$ cat config.mk
export PLATFORM = sky130hd
export DESIGN_NAME = scc_top
export DESIGN_NICKNAME = d
export VERILOG_FILES = /design/src/core/scc_pkg.sv /design/src/core/scc_pc_if.sv /design/src/core/scc_periph_ctl.sv /design/src/core/scc_top.sv
export VERILOG_INCLUDE_DIRS = /design/src /design/src/core
export SDC_FILE = /design/constraint.sdc
export NUM_CORES = 1
export LEC_CHECK = 0
export BUFFER_PORTS_ARGS = -buffer_cell sky130_fd_sc_hd__buf_2
export CAP_MARGIN = 5
export CORE_AREA = 10 10 185 187
export DETAILED_ROUTE_END_ITERATION = 7
export DIE_AREA = 0 0 195 197
export PLACE_DENSITY_LB_ADDON = 0.2
export SYNTH_ARGS = -nofsm -noshare
export SYNTH_HDL_FRONTEND = slang
export SYNTH_SLANG_ARGS = --single-unit
export TNS_END_PERCENT = 100
$ cat constraint.sdc
create_clock -name mclk -period 4.9 [get_ports mclk]
set_clock_uncertainty 0.15 [all_clocks]
set_input_delay 0.49 -clock mclk [delete_from_list [all_inputs] [get_ports mclk]]
set_output_delay 0.49 -clock mclk [all_outputs]
set_load 0.01 [all_outputs]
$ cat src/core/scc_params.svh
`ifndef SCC_PARAMS_SVH
`define SCC_PARAMS_SVH

// ------------------------------------------------------------
// Timing
// ------------------------------------------------------------
`define SCC_CLK_KHZ 25000
`define SCC_RST_HOLD_NS 1000
`define SCC_RST_HOLD_CYC \
	((`SCC_RST_HOLD_NS * `SCC_CLK_KHZ + 999999) / 1000000)
`define SCC_RST_CNT_W 8

// ------------------------------------------------------------
// Regulator setting, 50 mV steps from 2.25 V
// ------------------------------------------------------------
`define SCC_LDO_W 4
`define SCC_LDO_DEF 4'h5
`define SCC_LDO_MAX 4'ha

// ------------------------------------------------------------
// Interrupt source bits
// ------------------------------------------------------------
`define SCC_NINT 7
`define SCC_INT_PLL_LOCK 0
`define SCC_INT_CUR_LIM 1
`define SCC_INT_IOSC_FAIL 2
`define SCC_INT_MOSC_FAIL 3
`define SCC_INT_LOW_VIN 4
`define SCC_INT_LOW_LDO 5
`define SCC_INT_PLL_FAIL 6

// ------------------------------------------------------------
// Reset cause bits
// ------------------------------------------------------------
`define SCC_NRC 5
`define SCC_RC_LOW_VIN 0
`define SCC_RC_LOW_LDO 1
`define SCC_RC_EXT 2
`define SCC_RC_SW 3
`define SCC_RC_WDT 4

// ------------------------------------------------------------
// Misc widths and defaults
// ------------------------------------------------------------
`define SCC_XTAL_W 5
`define SCC_XTAL_DEF 5'h00
`define SCC_NPER_DEF 32
`define SCC_NPER_MAX 32

`endif

$ cat src/core/scc_pkg.sv
package scc_pkg;

	typedef enum logic [1:0] {
		scc_run = 2'b00,
		scc_sleep = 2'b01,
		scc_deep = 2'b11
	} scc_mode_t;

	typedef enum logic [2:0] {
		scc_src_ext = 3'h0,
		scc_src_main = 3'h1,
		scc_src_int = 3'h2,
		scc_src_int4 = 3'h3,
		scc_src_pll = 3'h4
	} scc_src_t;

	typedef enum logic [1:0] {
		scc_ref_ext = 2'h0,
		scc_ref_main = 2'h1,
		scc_ref_int = 2'h2,
		scc_ref_int4 = 2'h3
	} scc_ref_t;

endpackage : scc_pkg

$ cat src/core/scc_pc_if.sv
interface scc_pc_if
	import scc_pkg::*;
#(
	parameter int NPER = 32
);
	scc_mode_t mode;
	logic [NPER-1:0] en_set;
	logic [NPER-1:0] en_clr;
	logic [NPER-1:0] slp_set;
	logic [NPER-1:0] slp_clr;
	logic [NPER-1:0] dslp_set;
	logic [NPER-1:0] dslp_clr;
	logic [NPER-1:0] rst_req;
	logic [NPER-1:0] clk_en;
	logic [NPER-1:0] prst;

	modport top (
		output mode, en_set, en_clr, slp_set, slp_clr,
		output dslp_set, dslp_clr, rst_req,
		input clk_en, prst
	);
	modport ctl (
		input mode, en_set, en_clr, slp_set, slp_clr,
		input dslp_set, dslp_clr, rst_req,
		output clk_en, prst
	);
endinterface : scc_pc_if

$ cat src/core/scc_periph_ctl.sv
module scc_periph_ctl
	import scc_pkg::*;
#(
	parameter int NPER = 32
) (
	input wire logic mclk,
	input wire logic rst,
	scc_pc_if.ctl pc
);
	logic [NPER-1:0] run_q;
	logic [NPER-1:0] slp_q;
	logic [NPER-1:0] dslp_q;
	logic [NPER-1:0] clk_en_q;
	logic [NPER-1:0] prst_q;

	// ------------------------------------------------------------
	// Enable sets, set wins over clear
	// ------------------------------------------------------------
	// run-mode enable and disable
	always_ff @(posedge mclk) begin
		if (rst) begin
			run_q <= '0;
		end else begin
			run_q <= (run_q & ~pc.en_clr) | pc.en_set;
		end
	end

	always_ff @(posedge mclk) begin
		if (rst) begin
			slp_q <= '0;
		end else begin
			slp_q <= (slp_q & ~pc.slp_clr) | pc.slp_set;
		end
	end

	always_ff @(posedge mclk) begin
		if (rst) begin
			dslp_q <= '0;
		end else begin
			dslp_q <= (dslp_q & ~pc.dslp_clr) | pc.dslp_set;
		end
	end

	always_ff @(posedge mclk) begin
		if (rst) begin
			clk_en_q <= '0;
		end else begin
			case (pc.mode)
				scc_run: clk_en_q <= run_q;
				scc_sleep: clk_en_q <= slp_q;
				scc_deep: clk_en_q <= dslp_q;
				default: clk_en_q <= run_q;
			endcase
		end
	end

	always_ff @(posedge mclk) begin
		if (rst) begin
			prst_q <= '1;
		end else begin
			prst_q <= pc.rst_req;
		end
	end

	assign pc.clk_en = clk_en_q;
	assign pc.prst = prst_q;
endmodule : scc_periph_ctl

$ cat src/core/scc_top.sv
// Behaviour
// - System clock from one of five sources
// - PLL reference from any of four oscillators
// - Run clocks processor; sleep stops it and switches peripheral clocks to the sleep set
// - Deep sleep: no PLL, crystal clock, CPU stopped
// - Sleep entered by code; interrupt wakes
// - Five events reset the whole device
// - Reset causes recorded, sticky until cleared; some events configurable
// - Per-peripheral enable, disable and reset
// - Separate sleep and deep-sleep enable sets
// - Seven system interrupt sources
// - Per-source enable; sticky until handler clears
// - Read-only memory size and presence info
// - Regulator setting, default 2.5 V
// - Refuse disabling oscillator the requested source needs
`include "scc_params.svh"

module scc_top
	import scc_pkg::*;
#(
	parameter int NPER = `SCC_NPER_DEF,
	parameter logic [15:0] FLASH_KB = 16'h0020,
	parameter logic [15:0] SRAM_KB = 16'h0008,
	parameter logic [NPER-1:0] PERIPH_PRESENT = '1,
	parameter logic [31:0] PIN_PRESENT = 32'h0000_0000,
	parameter int RST_HOLD = `SCC_RST_HOLD_CYC
) (
	input wire logic mclk,
	input wire logic rst,
	input wire logic clk_cfg_wr,
	input wire scc_src_t clk_cfg_src,
	input wire scc_ref_t clk_cfg_ref,
	input wire logic [`SCC_XTAL_W-1:0] clk_cfg_xtal,
	input wire logic clk_cfg_main_dis,
	input wire logic clk_cfg_int_dis,
	input wire logic sleep_req,
	input wire logic deep_req,
	input wire logic irq_wake,
	input wire logic ev_low_vin,
	input wire logic ev_low_ldo,
	input wire logic ev_ext_rst,
	input wire logic ev_sw_rst,
	input wire logic ev_wdt,
	input wire logic ev_pll_lock,
	input wire logic ev_cur_lim,
	input wire logic ev_iosc_fail,
	input wire logic ev_mosc_fail,
	input wire logic ev_pll_fail,
	input wire logic vin_rst_en,
	input wire logic ldo_rst_en,
	input wire logic [`SCC_NRC-1:0] cause_clr,
	input wire logic [`SCC_NINT-1:0] int_en_set,
	input wire logic [`SCC_NINT-1:0] int_en_clr,
	input wire logic [`SCC_NINT-1:0] int_clr,
	input wire logic ldo_wr,
	input wire logic [`SCC_LDO_W-1:0] ldo_val,
	input wire logic [NPER-1:0] per_en_set,
	input wire logic [NPER-1:0] per_en_clr,
	input wire logic [NPER-1:0] per_slp_set,
	input wire logic [NPER-1:0] per_slp_clr,
	input wire logic [NPER-1:0] per_dslp_set,
	input wire logic [NPER-1:0] per_dslp_clr,
	input wire logic [NPER-1:0] per_rst_req,
	output scc_mode_t mode_q,
	output logic cpu_clk_en_q,
	output scc_src_t sysclk_sel_q,
	output scc_ref_t pll_ref_q,
	output logic pll_pd_q,
	output logic [`SCC_XTAL_W-1:0] xtal_q,
	output logic main_osc_en_q,
	output logic int_osc_en_q,
	output logic cfg_refused_q,
	output logic sys_rst_q,
	output logic [`SCC_NRC-1:0] cause_q,
	output logic [`SCC_NINT-1:0] int_raw_q,
	output logic [`SCC_NINT-1:0] int_en_q,
	output logic [`SCC_NINT-1:0] int_masked_q,
	output logic sys_irq_q,
	output logic [`SCC_LDO_W-1:0] ldo_q,
	output logic [15:0] flash_kb_q,
	output logic [15:0] sram_kb_q,
	output logic [NPER-1:0] periph_present_q,
	output logic [31:0] pin_present_q,
	output logic [NPER-1:0] per_clk_en_q,
	output logic [NPER-1:0] per_rst_q
);
	generate
		if (NPER < 1 || NPER > `SCC_NPER_MAX || RST_HOLD < 1 ||
			RST_HOLD >= (1 << `SCC_RST_CNT_W)) begin : g_bad
			$error("scc_top: unsupported parameter value");
		end
	endgenerate

	// ------------------------------------------------------------
	// Clock configuration
	// ------------------------------------------------------------
	scc_src_t src_q;
	scc_mode_t mode_d;
	logic main_need;
	logic int_need;
	logic refuse_main;
	logic refuse_int;

	// Which oscillators the requested source really needs
	always_comb begin
		main_need = 1'b0;
		int_need = 1'b0;
		case (clk_cfg_src)
			scc_src_ext, scc_src_main: main_need = 1'b1;
			scc_src_int, scc_src_int4: int_need = 1'b1;
			scc_src_pll: begin
				main_need = (clk_cfg_ref == scc_ref_ext) ||
					(clk_cfg_ref == scc_ref_main);
				int_need = (clk_cfg_ref == scc_ref_int) ||
					(clk_cfg_ref == scc_ref_int4);
			end
			default: main_need = 1'b1;
		endcase
	end

	assign refuse_main = clk_cfg_main_dis && main_need;
	assign refuse_int = clk_cfg_int_dis && int_need;

	always_ff @(posedge mclk) begin
		if (rst) begin
			src_q <= scc_src_main;
			pll_ref_q <= scc_ref_main;
			xtal_q <= `SCC_XTAL_DEF;
		end else if (clk_cfg_wr) begin
			src_q <= clk_cfg_src;
			pll_ref_q <= clk_cfg_ref;
			xtal_q <= clk_cfg_xtal;
		end
	end

	// oscillator enables never drop while the requested source needs them
	always_ff @(posedge mclk) begin
		if (rst) begin
			main_osc_en_q <= 1'b1;
			int_osc_en_q <= 1'b1;
			cfg_refused_q <= 1'b0;
		end else begin
			cfg_refused_q <= clk_cfg_wr && (refuse_main || refuse_int);
			if (clk_cfg_wr) begin
				main_osc_en_q <= !clk_cfg_main_dis || main_need;
				int_osc_en_q <= !clk_cfg_int_dis || int_need;
			end
			// Deep sleep runs on the crystal, so keep it alive
			if (mode_d == scc_deep) begin
				main_osc_en_q <= 1'b1;
			end
		end
	end

	// ------------------------------------------------------------
	// Power mode
	// ------------------------------------------------------------
	logic wake;

	assign wake = irq_wake || (|(int_raw_q & int_en_q));

	// sleep only on request from code
	always_comb begin
		mode_d = mode_q;
		case (mode_q)
			scc_run: begin
				// A pending wake would end the sleep at once
				if (!wake && deep_req) begin
					mode_d = scc_deep;
				end else if (!wake && sleep_req) begin
					mode_d = scc_sleep;
				end
			end
			scc_sleep, scc_deep: begin
				if (wake) begin
					mode_d = scc_run;
				end
			end
			default: mode_d = scc_run;
		endcase
	end

	always_ff @(posedge mclk) begin
		if (rst || sys_rst_q) begin
			mode_q <= scc_run;
			cpu_clk_en_q <= 1'b1;
		end else begin
			mode_q <= mode_d;
			cpu_clk_en_q <= (mode_d == scc_run);
		end
	end

	// deep sleep: crystal clock, PLL off
	always_ff @(posedge mclk) begin
		if (rst) begin
			sysclk_sel_q <= scc_src_main;
			pll_pd_q <= 1'b1;
		end else if (mode_d == scc_deep) begin
			sysclk_sel_q <= scc_src_main;
			pll_pd_q <= 1'b1;
		end else begin
			sysclk_sel_q <= src_q;
			pll_pd_q <= (src_q != scc_src_pll);
		end
	end

	// ------------------------------------------------------------
	// Device reset and cause record
	// ------------------------------------------------------------
	logic [`SCC_NRC-1:0] rc_ev;
	logic [`SCC_RST_CNT_W-1:0] hold_q;

	// low-voltage resets can be switched off
	assign rc_ev[`SCC_RC_LOW_VIN] = ev_low_vin && vin_rst_en;
	assign rc_ev[`SCC_RC_LOW_LDO] = ev_low_ldo && ldo_rst_en;
	assign rc_ev[`SCC_RC_EXT] = ev_ext_rst;
	assign rc_ev[`SCC_RC_SW] = ev_sw_rst;
	assign rc_ev[`SCC_RC_WDT] = ev_wdt;

	always_ff @(posedge mclk) begin
		if (rst) begin
			hold_q <= '0;
			sys_rst_q <= 1'b0;
		end else if (|rc_ev) begin
			hold_q <= RST_HOLD[`SCC_RST_CNT_W-1:0];
			sys_rst_q <= 1'b1;
		end else if (hold_q != '0) begin
			hold_q <= hold_q - 1'b1;
			sys_rst_q <= (hold_q != `SCC_RST_CNT_W'(1));
		end else begin
			sys_rst_q <= 1'b0;
		end
	end

	always_ff @(posedge mclk) begin
		if (rst) begin
			cause_q <= '0;
		end else begin
			cause_q <= (cause_q & ~cause_clr) | rc_ev;
		end
	end

	// ------------------------------------------------------------
	// System interrupts
	// ------------------------------------------------------------
	logic [`SCC_NINT-1:0] int_ev;
	logic [`SCC_NINT-1:0] raw_d;
	logic [`SCC_NINT-1:0] en_d;

	assign int_ev[`SCC_INT_PLL_LOCK] = ev_pll_lock;
	assign int_ev[`SCC_INT_CUR_LIM] = ev_cur_lim;
	assign int_ev[`SCC_INT_IOSC_FAIL] = ev_iosc_fail;
	assign int_ev[`SCC_INT_MOSC_FAIL] = ev_mosc_fail;
	assign int_ev[`SCC_INT_LOW_VIN] = ev_low_vin;
	assign int_ev[`SCC_INT_LOW_LDO] = ev_low_ldo;
	assign int_ev[`SCC_INT_PLL_FAIL] = ev_pll_fail;

	assign raw_d = (int_raw_q & ~int_clr) | int_ev;
	assign en_d = (int_en_q & ~int_en_clr) | int_en_set;

	always_ff @(posedge mclk) begin
		if (rst) begin
			int_raw_q <= '0;
			int_en_q <= '0;
			int_masked_q <= '0;
			sys_irq_q <= 1'b0;
		end else begin
			int_raw_q <= raw_d;
			int_en_q <= en_d;
			int_masked_q <= raw_d & en_d;
			sys_irq_q <= |(raw_d & en_d);
		end
	end

	// ------------------------------------------------------------
	// Regulator and device information
	// ------------------------------------------------------------
	// out-of-range settings ignored
	always_ff @(posedge mclk) begin
		if (rst) begin
			ldo_q <= `SCC_LDO_DEF;
		end else if (ldo_wr && ldo_val <= `SCC_LDO_MAX) begin
			ldo_q <= ldo_val;
		end
	end

	always_ff @(posedge mclk) begin
		if (rst) begin
			flash_kb_q <= FLASH_KB;
			sram_kb_q <= SRAM_KB;
			periph_present_q <= PERIPH_PRESENT;
			pin_present_q <= PIN_PRESENT;
		end
	end

	// ------------------------------------------------------------
	// Peripheral gating
	// ------------------------------------------------------------
	scc_pc_if #(.NPER(NPER)) pc ();

	// Absent peripherals are never enabled
	assign pc.mode = mode_q;
	assign pc.en_set = per_en_set & PERIPH_PRESENT;
	assign pc.en_clr = per_en_clr;
	assign pc.slp_set = per_slp_set & PERIPH_PRESENT;
	assign pc.slp_clr = per_slp_clr;
	assign pc.dslp_set = per_dslp_set & PERIPH_PRESENT;
	assign pc.dslp_clr = per_dslp_clr;
	// device reset also resets every peripheral
	assign pc.rst_req = per_rst_req | {NPER{sys_rst_q}};

	scc_periph_ctl #(.NPER(NPER)) u_pctl (
		.mclk(mclk),
		.rst(rst || sys_rst_q),
		.pc(pc.ctl)
	);

	assign per_clk_en_q = pc.clk_en;
	assign per_rst_q = pc.prst;
endmodule : scc_top

# ---- Yosys cells after proc, flatten, opt, wreduce, memory -nomap -nowiden
# Index checks and enable logic that the tools add are counted.
dict set report word_totals {
  wordCells 99
  ff_bits 220
  inputBits 285
}
dict set report op_classes {
  bitwise_logic 21
  n_eq_ne 11
  n_reduce_logical 30
  order_cmp 1
  n_mux 11
  addsub 1
}
# operator n
set ops {}
lappend ops {{32-bit OR} 4}
lappend ops {{32-bit bitwise AND} 3}
lappend ops {{32-bit inverter} 3}
lappend ops {{32-bit one-hot mux with 2 select lines} 1}
lappend ops {{7-bit bitwise AND} 4}
lappend ops {{7-bit inverter} 2}
lappend ops {{7-bit OR} 2}
lappend ops {{7-bit OR reduction} 2}
lappend ops {{5-bit two-way mux} 2}
lappend ops {{2-bit equality test, second input constant} 4}
lappend ops {{1-bit logical AND} 8}
lappend ops {{8-bit by 1-bit inequality test with 1-bit output, second input constant} 1}
lappend ops {{8-bit nonzero test} 1}
lappend ops {{8-bit by 1-bit subtractor with 8-bit output, second input constant} 1}
lappend ops {{1-bit logical OR} 7}
lappend ops {{3-bit by 2-bit equality test with 1-bit output, second input constant} 2}
lappend ops {{2-bit logical NOT} 3}
lappend ops {{2-bit two-way mux} 3}
lappend ops {{2-bit OR reduction} 3}
lappend ops {{6-bit OR reduction} 1}
lappend ops {{5-bit bitwise AND} 1}
lappend ops {{5-bit inverter} 1}
lappend ops {{5-bit OR} 1}
lappend ops {{5-bit OR reduction} 1}
lappend ops {{other kinds (9)} 14}

# ---- Longest topological paths before layout
dict set report logic_depth {
  depth_word 10
  ltp_mapped 6
  ltp_nobuf 6
}

# ---- Hierarchy
# A second synthesis with hierarchy kept.
dict set report unflattened {
  cells_unflattened 975
  area_unflattened_um2 8904.8
}
# module seq_area_each_um2 area_each_um2 cells_each n_inst
set modules_own_cells {}
lappend modules_own_cells {scc_periph_ctl 3203.1 5750.5 605 1}
lappend modules_own_cells {scc_top 1201.2 3154.3 370 1}

# ---- Least setup slack after synthesis
# OpenSTA, ideal clock, no wires.
dict set report synth_timing {
  kind {input -> register}
  start {input port clk_cfg_src[1]}
  end {register cfg_refused_q}
  cell_stages 4
  path_slack_ns 3.326
  required_ns 4.634
  setup_ns 0.116
  arrival_ns 1.308
  n_path_buf 0
  cell_sequence {nor2b_1 a31oi_1 mux2_2 and3_1}
}
dict set report synth_via {
  elab_chain_cells 6
  elab_cells_between_ends 10
  classes_between {3 x eq/ne; 2 x mux; 5 x reduce/logical}
}
# element line_no
set synth_lines {}
lappend synth_lines {{start: declaration} scc_top.sv:31} ;# input wire scc_src_t clk_cfg_src,
lappend synth_lines {{3-bit by 2-bit equality test with 1-bit output} scc_top.sv:108} ;# case (clk_cfg_src)
lappend synth_lines {{2-bit OR reduction} scc_top.sv:108}
lappend synth_lines {{1-bit one-hot mux with 2 select lines} scc_top.sv:108}
lappend synth_lines {{1-bit logical AND (on tied branches)} {scc_top.sv:121, scc_top.sv:122}}
lappend synth_lines {{1-bit logical OR (*)} scc_top.sv:143} ;# cfg_refused_q <= clk_cfg_wr && (refuse_main || refuse_int);
lappend synth_lines {{1-bit logical AND (*)} scc_top.sv:143}
lappend synth_lines {{end signal: assignment} scc_top.sv:143}
lappend synth_lines {{end: declaration} scc_top.sv:72} ;# output logic cfg_refused_q,
# Mark *: on every way between the ends. The rest lies on a longest branch, timed or not.
# A chain may end at the register's enable or synchronous reset.

# ---- Final worst setup path
dict set report layout_timing {
  start {register mode_q[0]}
  end {output port mode_q[0]}
}
# element line_no
set layout_rtl {}
lappend layout_rtl {{start: declaration} scc_top.sv:64} ;# output scc_mode_t mode_q,
lappend layout_rtl {{start signal: assignment} scc_top.sv:185} ;# mode_q <= scc_run;
lappend layout_rtl {{start signal: assignment} scc_top.sv:188} ;# mode_q <= mode_d;
# No word-level cell between the ends.

==> impl_metrics.yaml <==
setup_path:
  worstReg2RegEnd: "u_pctl.slp_q[23]$_SDFF_PP0_"
  max_stage_delay_ns: 0.73
  start_kind: "flop"
  cp-end-kind: "output port"
  path_class: "reg2out"
  cp_data_arrival_time_ns: 2.03
  crit_family: "buffers and inverters"
  required_ns: 4.26
  crit_fanout: 41
  slowest_stage: "dfxtp_2"
  r2r_start: "sys_rst_q$_SDFF_PP0_"
  worst-r2r-cell-count: 3
  cp_cell_sequence: "buf_4, buf_2"
  path_buf_inv: 2
  regToRegSetupSlack_ns: 2.37
logic_synthesis:
  synth_edf_count: 0
  yosys_warnings: 0
  synth-seq-cells: 220
  post_synth.cell_area_avg_um2: 8.94
  netlist_instances: 949
  async_flop_share_pct: 0
  ys_top_cells_by_count: "dfxtp_1 (220), nor2_1 (166), a21oi_1 (121)"
  post-synth-top-area-cell: "dfxtp_1"
  yosysMostFrequentCell: "dfxtp_1"
  seq_area_frac_synth_pct: 51.9
  yosysTopAreaCellShare_pct: 51.9
  netlist_top_cells_area: "dfxtp_1 (52%), buf_4 (8.8%), nor2_1 (7.3%)"
  synth_top_flop_cell: "dfxtp_1"
  ys_types: 45
  synth.cell_area_um2: 8480
floorplan:
  ios: 494
  die_area_um2: 38400
  fp-row-count: 64
  die_height_um: 197
  dieWidth_um: 195
  start_util_pct: 27.9
  core_area_um2: 30400
drt:
  wl_met2_um: 14300
  wirelength_um: 29100
  met3WireLength_um: 2390
  via_per_inst: 4.12
  met1_length_um: 11900
  drt-pass1-iter-count: 4
  maxUsedRoutingLayer: "met4"
  vias: 7284
  drtIter0Drc: 155
  drc_errors: 0
  post_drt_wl_per_cell_um: 16.4
  antenna_left: 0
sta:
  fmax_mhz: 375
  hold_slack_ns: 0.0308
  finalHoldViolations: 0
  finalSetupViolCount: 0
  slew_viol_final: 0
  period_minus_slack_ns: 2.67
  post-route-period-util_pct: 54.5
  tightest_slew_ns: 0.978
  relSlewSlack_pct: 34.7
  rsz0062_at_grt: "false"
  setup_tns_ns: 0
status:
  outcome: "completed"
global_route:
  first_global_vias: 7777
  antenna_found_initial: 2
  grt_overflow: 0
  gr-usage-all-layers_pct: 14.1
  grt_first_pass_wirelength_um: 43800
  grt_max_degree: 75
clock_tree:
  holdBufCountCts: 22
  cts_buffers: 25
  clk_pin_slew_ns: 0.06
  cts_sinks: 220
  clockBufferDepth: 3
  cts_tree: "built"
  htreeDepth: 1
  cts_root_buf: "clkbuf_16"
  clock_latency_ns: 0.51
  post_cts_resized: 0
  postCtsSetupBuffers: 0
final_layout:
  final_cells: 1769
  fillers: 3290
  nets: 1646
  n_antenna_cell: 0
  area_delta_synth_final_pct: 35.0
  drive_above_1_share_pct: 33.6
placed_design:
  dp_hpwl_um: 23300
  dp_cells: 1705
  place.gp.congestion: 0.790
  numPortBuffers: 397
power:
  p_int_w: 0.00316
  p_per_area_nw_per_um2: 363
  p_sw_share_pct: 24.1
  power_frac_clock_pct: 43.3
  comb_power_share_pct: 10.6
  p_leak_nw: 5.68
  peakVddDrop_v: 0.000191
  p_switching_w: 0.00101
  seq_power_share_pct: 46.2
min_path:
  min_to: "u_pctl.dslp_q[6]$_SDFF_PP0_"
  min_path_cells: 3
  hp-class: "in2reg"
  hp-start: "per_dslp_set[6]"
run:
  maxCapViolCount: 0
[cell type report]
class / instances / area, um2 / area share, %
Clock inverter: 5 / 53.8 / 0.470
Sequential cell: 220 / 4410 / 38.5
Inverter: 118 / 443 / 3.87
Clock buffer: 37 / 741 / 6.47
Timing Repair Buffer: 424 / 2240 / 19.6
Multi-Input combinational cell: 569 / 3070 / 26.8
Tap cell: 396 / 495 / 4.33
[tightest hold or removal path, cell delays in order]
cell,delay [ns]
buf_2,0.08
a21oi_1,0.03
nor2_1,0.06
[worst max path at each step]
| stage | startpoint | endpoint | slack, ns | cells after the start |
|---|---|---|---|---|
| 6_report | mode_q[0]$_SDFF_PP0_ | mode_q[0] | 2.23 | 2 |
| 5_1_grt | mode_q[0]$_SDFF_PP0_ | mode_q[0] | 2.07 | 2 |
| 4_1_cts | mode_q[0]$_SDFF_PP0_ | mode_q[0] | 2.14 | 2 |
| 3_5_place_dp | rst | u_pctl.slp_q[23]$_SDFF_PP0_ | 2.16 | 5 |
| 3_3_place_gp | rst | u_pctl.run_q[24]$_SDFF_PP0_ | 2.18 | 5 |
| 2_1_floorplan | clk_cfg_src[1] | cfg_refused_q$_SDFF_PP0_ | 3.33 | 4 |
[kinds of logic (layout without fill, tap and decap cells)]
kind of cell | after synthesis | in the layout | synth area share, %
and+or+nand+nor | 244 | 244 | 13.0
xor gates and xnor gates | 5 | 5 | 0.516
muxes | 45 | 45 | 5.32
buffers and inverters | 254 | 584 | 16.1
other | 2 | 96 | 0.0885
adders and majority gates | 3 | 3 | 0.442
AOI/OAI and AO/OA | 176 | 176 | 12.6
DFF | 220 | 220 | 51.9
[layer usage]
metal,track usage [%],vias up
met5,0,-
met4,3.20,0
met3,4.34,37
met2,24.8,287
met1,16.3,3266
li1,-,3694
[layout by cell type (no fill, tap or decap), types with 12 or more instances in the layout]
master / count
mux2i_1: 44
a21oi_1: 121
or3_1: 32
dfxtp_1: 218
dlygate4sd3_1: 22
buf_2: 397
a211oi_1: 22
nor2_1: 166
clkbuf_16: 25
nand2_1: 14
inv_1: 117
a211oi_2: 12
conb_1: 96
[power groups by stage]
stage / Combinational [W] / Sequential (W) / Clock [W]
floorplan: 0.000265 / 0.00196 / 0
global placement: 0.000426 / 0.00196 / 0
detailed placement: 0.000428 / 0.00196 / 0
CTS: 0.000444 / 0.00192 / 0.00187
global route: 0.000495 / 0.00193 / 0.00194
finish: 0.000440 / 0.00192 / 0.00180
[registers in the layout, indices dropped and copies added, names as in the netlist, 3 cells and up]
| register | count |
|---|---|
| u_pctl.slp_q | 32 |
| u_pctl.pc.prst | 32 |
| xtal_q | 5 |
| hold_q | 8 |
| int_masked_q | 7 |
| u_pctl.dslp_q | 32 |
| sysclk_sel_q | 3 |
| ldo_q | 4 |
| u_pctl.pc.clk_en | 32 |
| cause_q | 5 |
| u_pctl.run_q | 32 |
| int_en_q | 7 |
| src_q | 3 |
| int_raw_q | 7 |
[stage by stage]
| step | setup slack (ns) | power (W) | cell area, um2 | util (%) |
|---|---|---|---|---|
| 5_1_grt | 2.07 | 0.00437 | 11500 | 37.6 |
| 4_1_cts | 2.14 | 0.00424 | 11500 | 37.6 |
| 6_report | 2.23 | 0.00416 | 11500 | 37.6 |
| 3_5_place_dp | 2.16 | 0.00239 | 10400 | 34.3 |
| 2_1_floorplan | 3.33 | 0.00223 | 8840 | - |
| 3_3_place_gp | 2.18 | 0.00239 | 10400 | 34.3 |
Power figures use the tool's default switching activity.
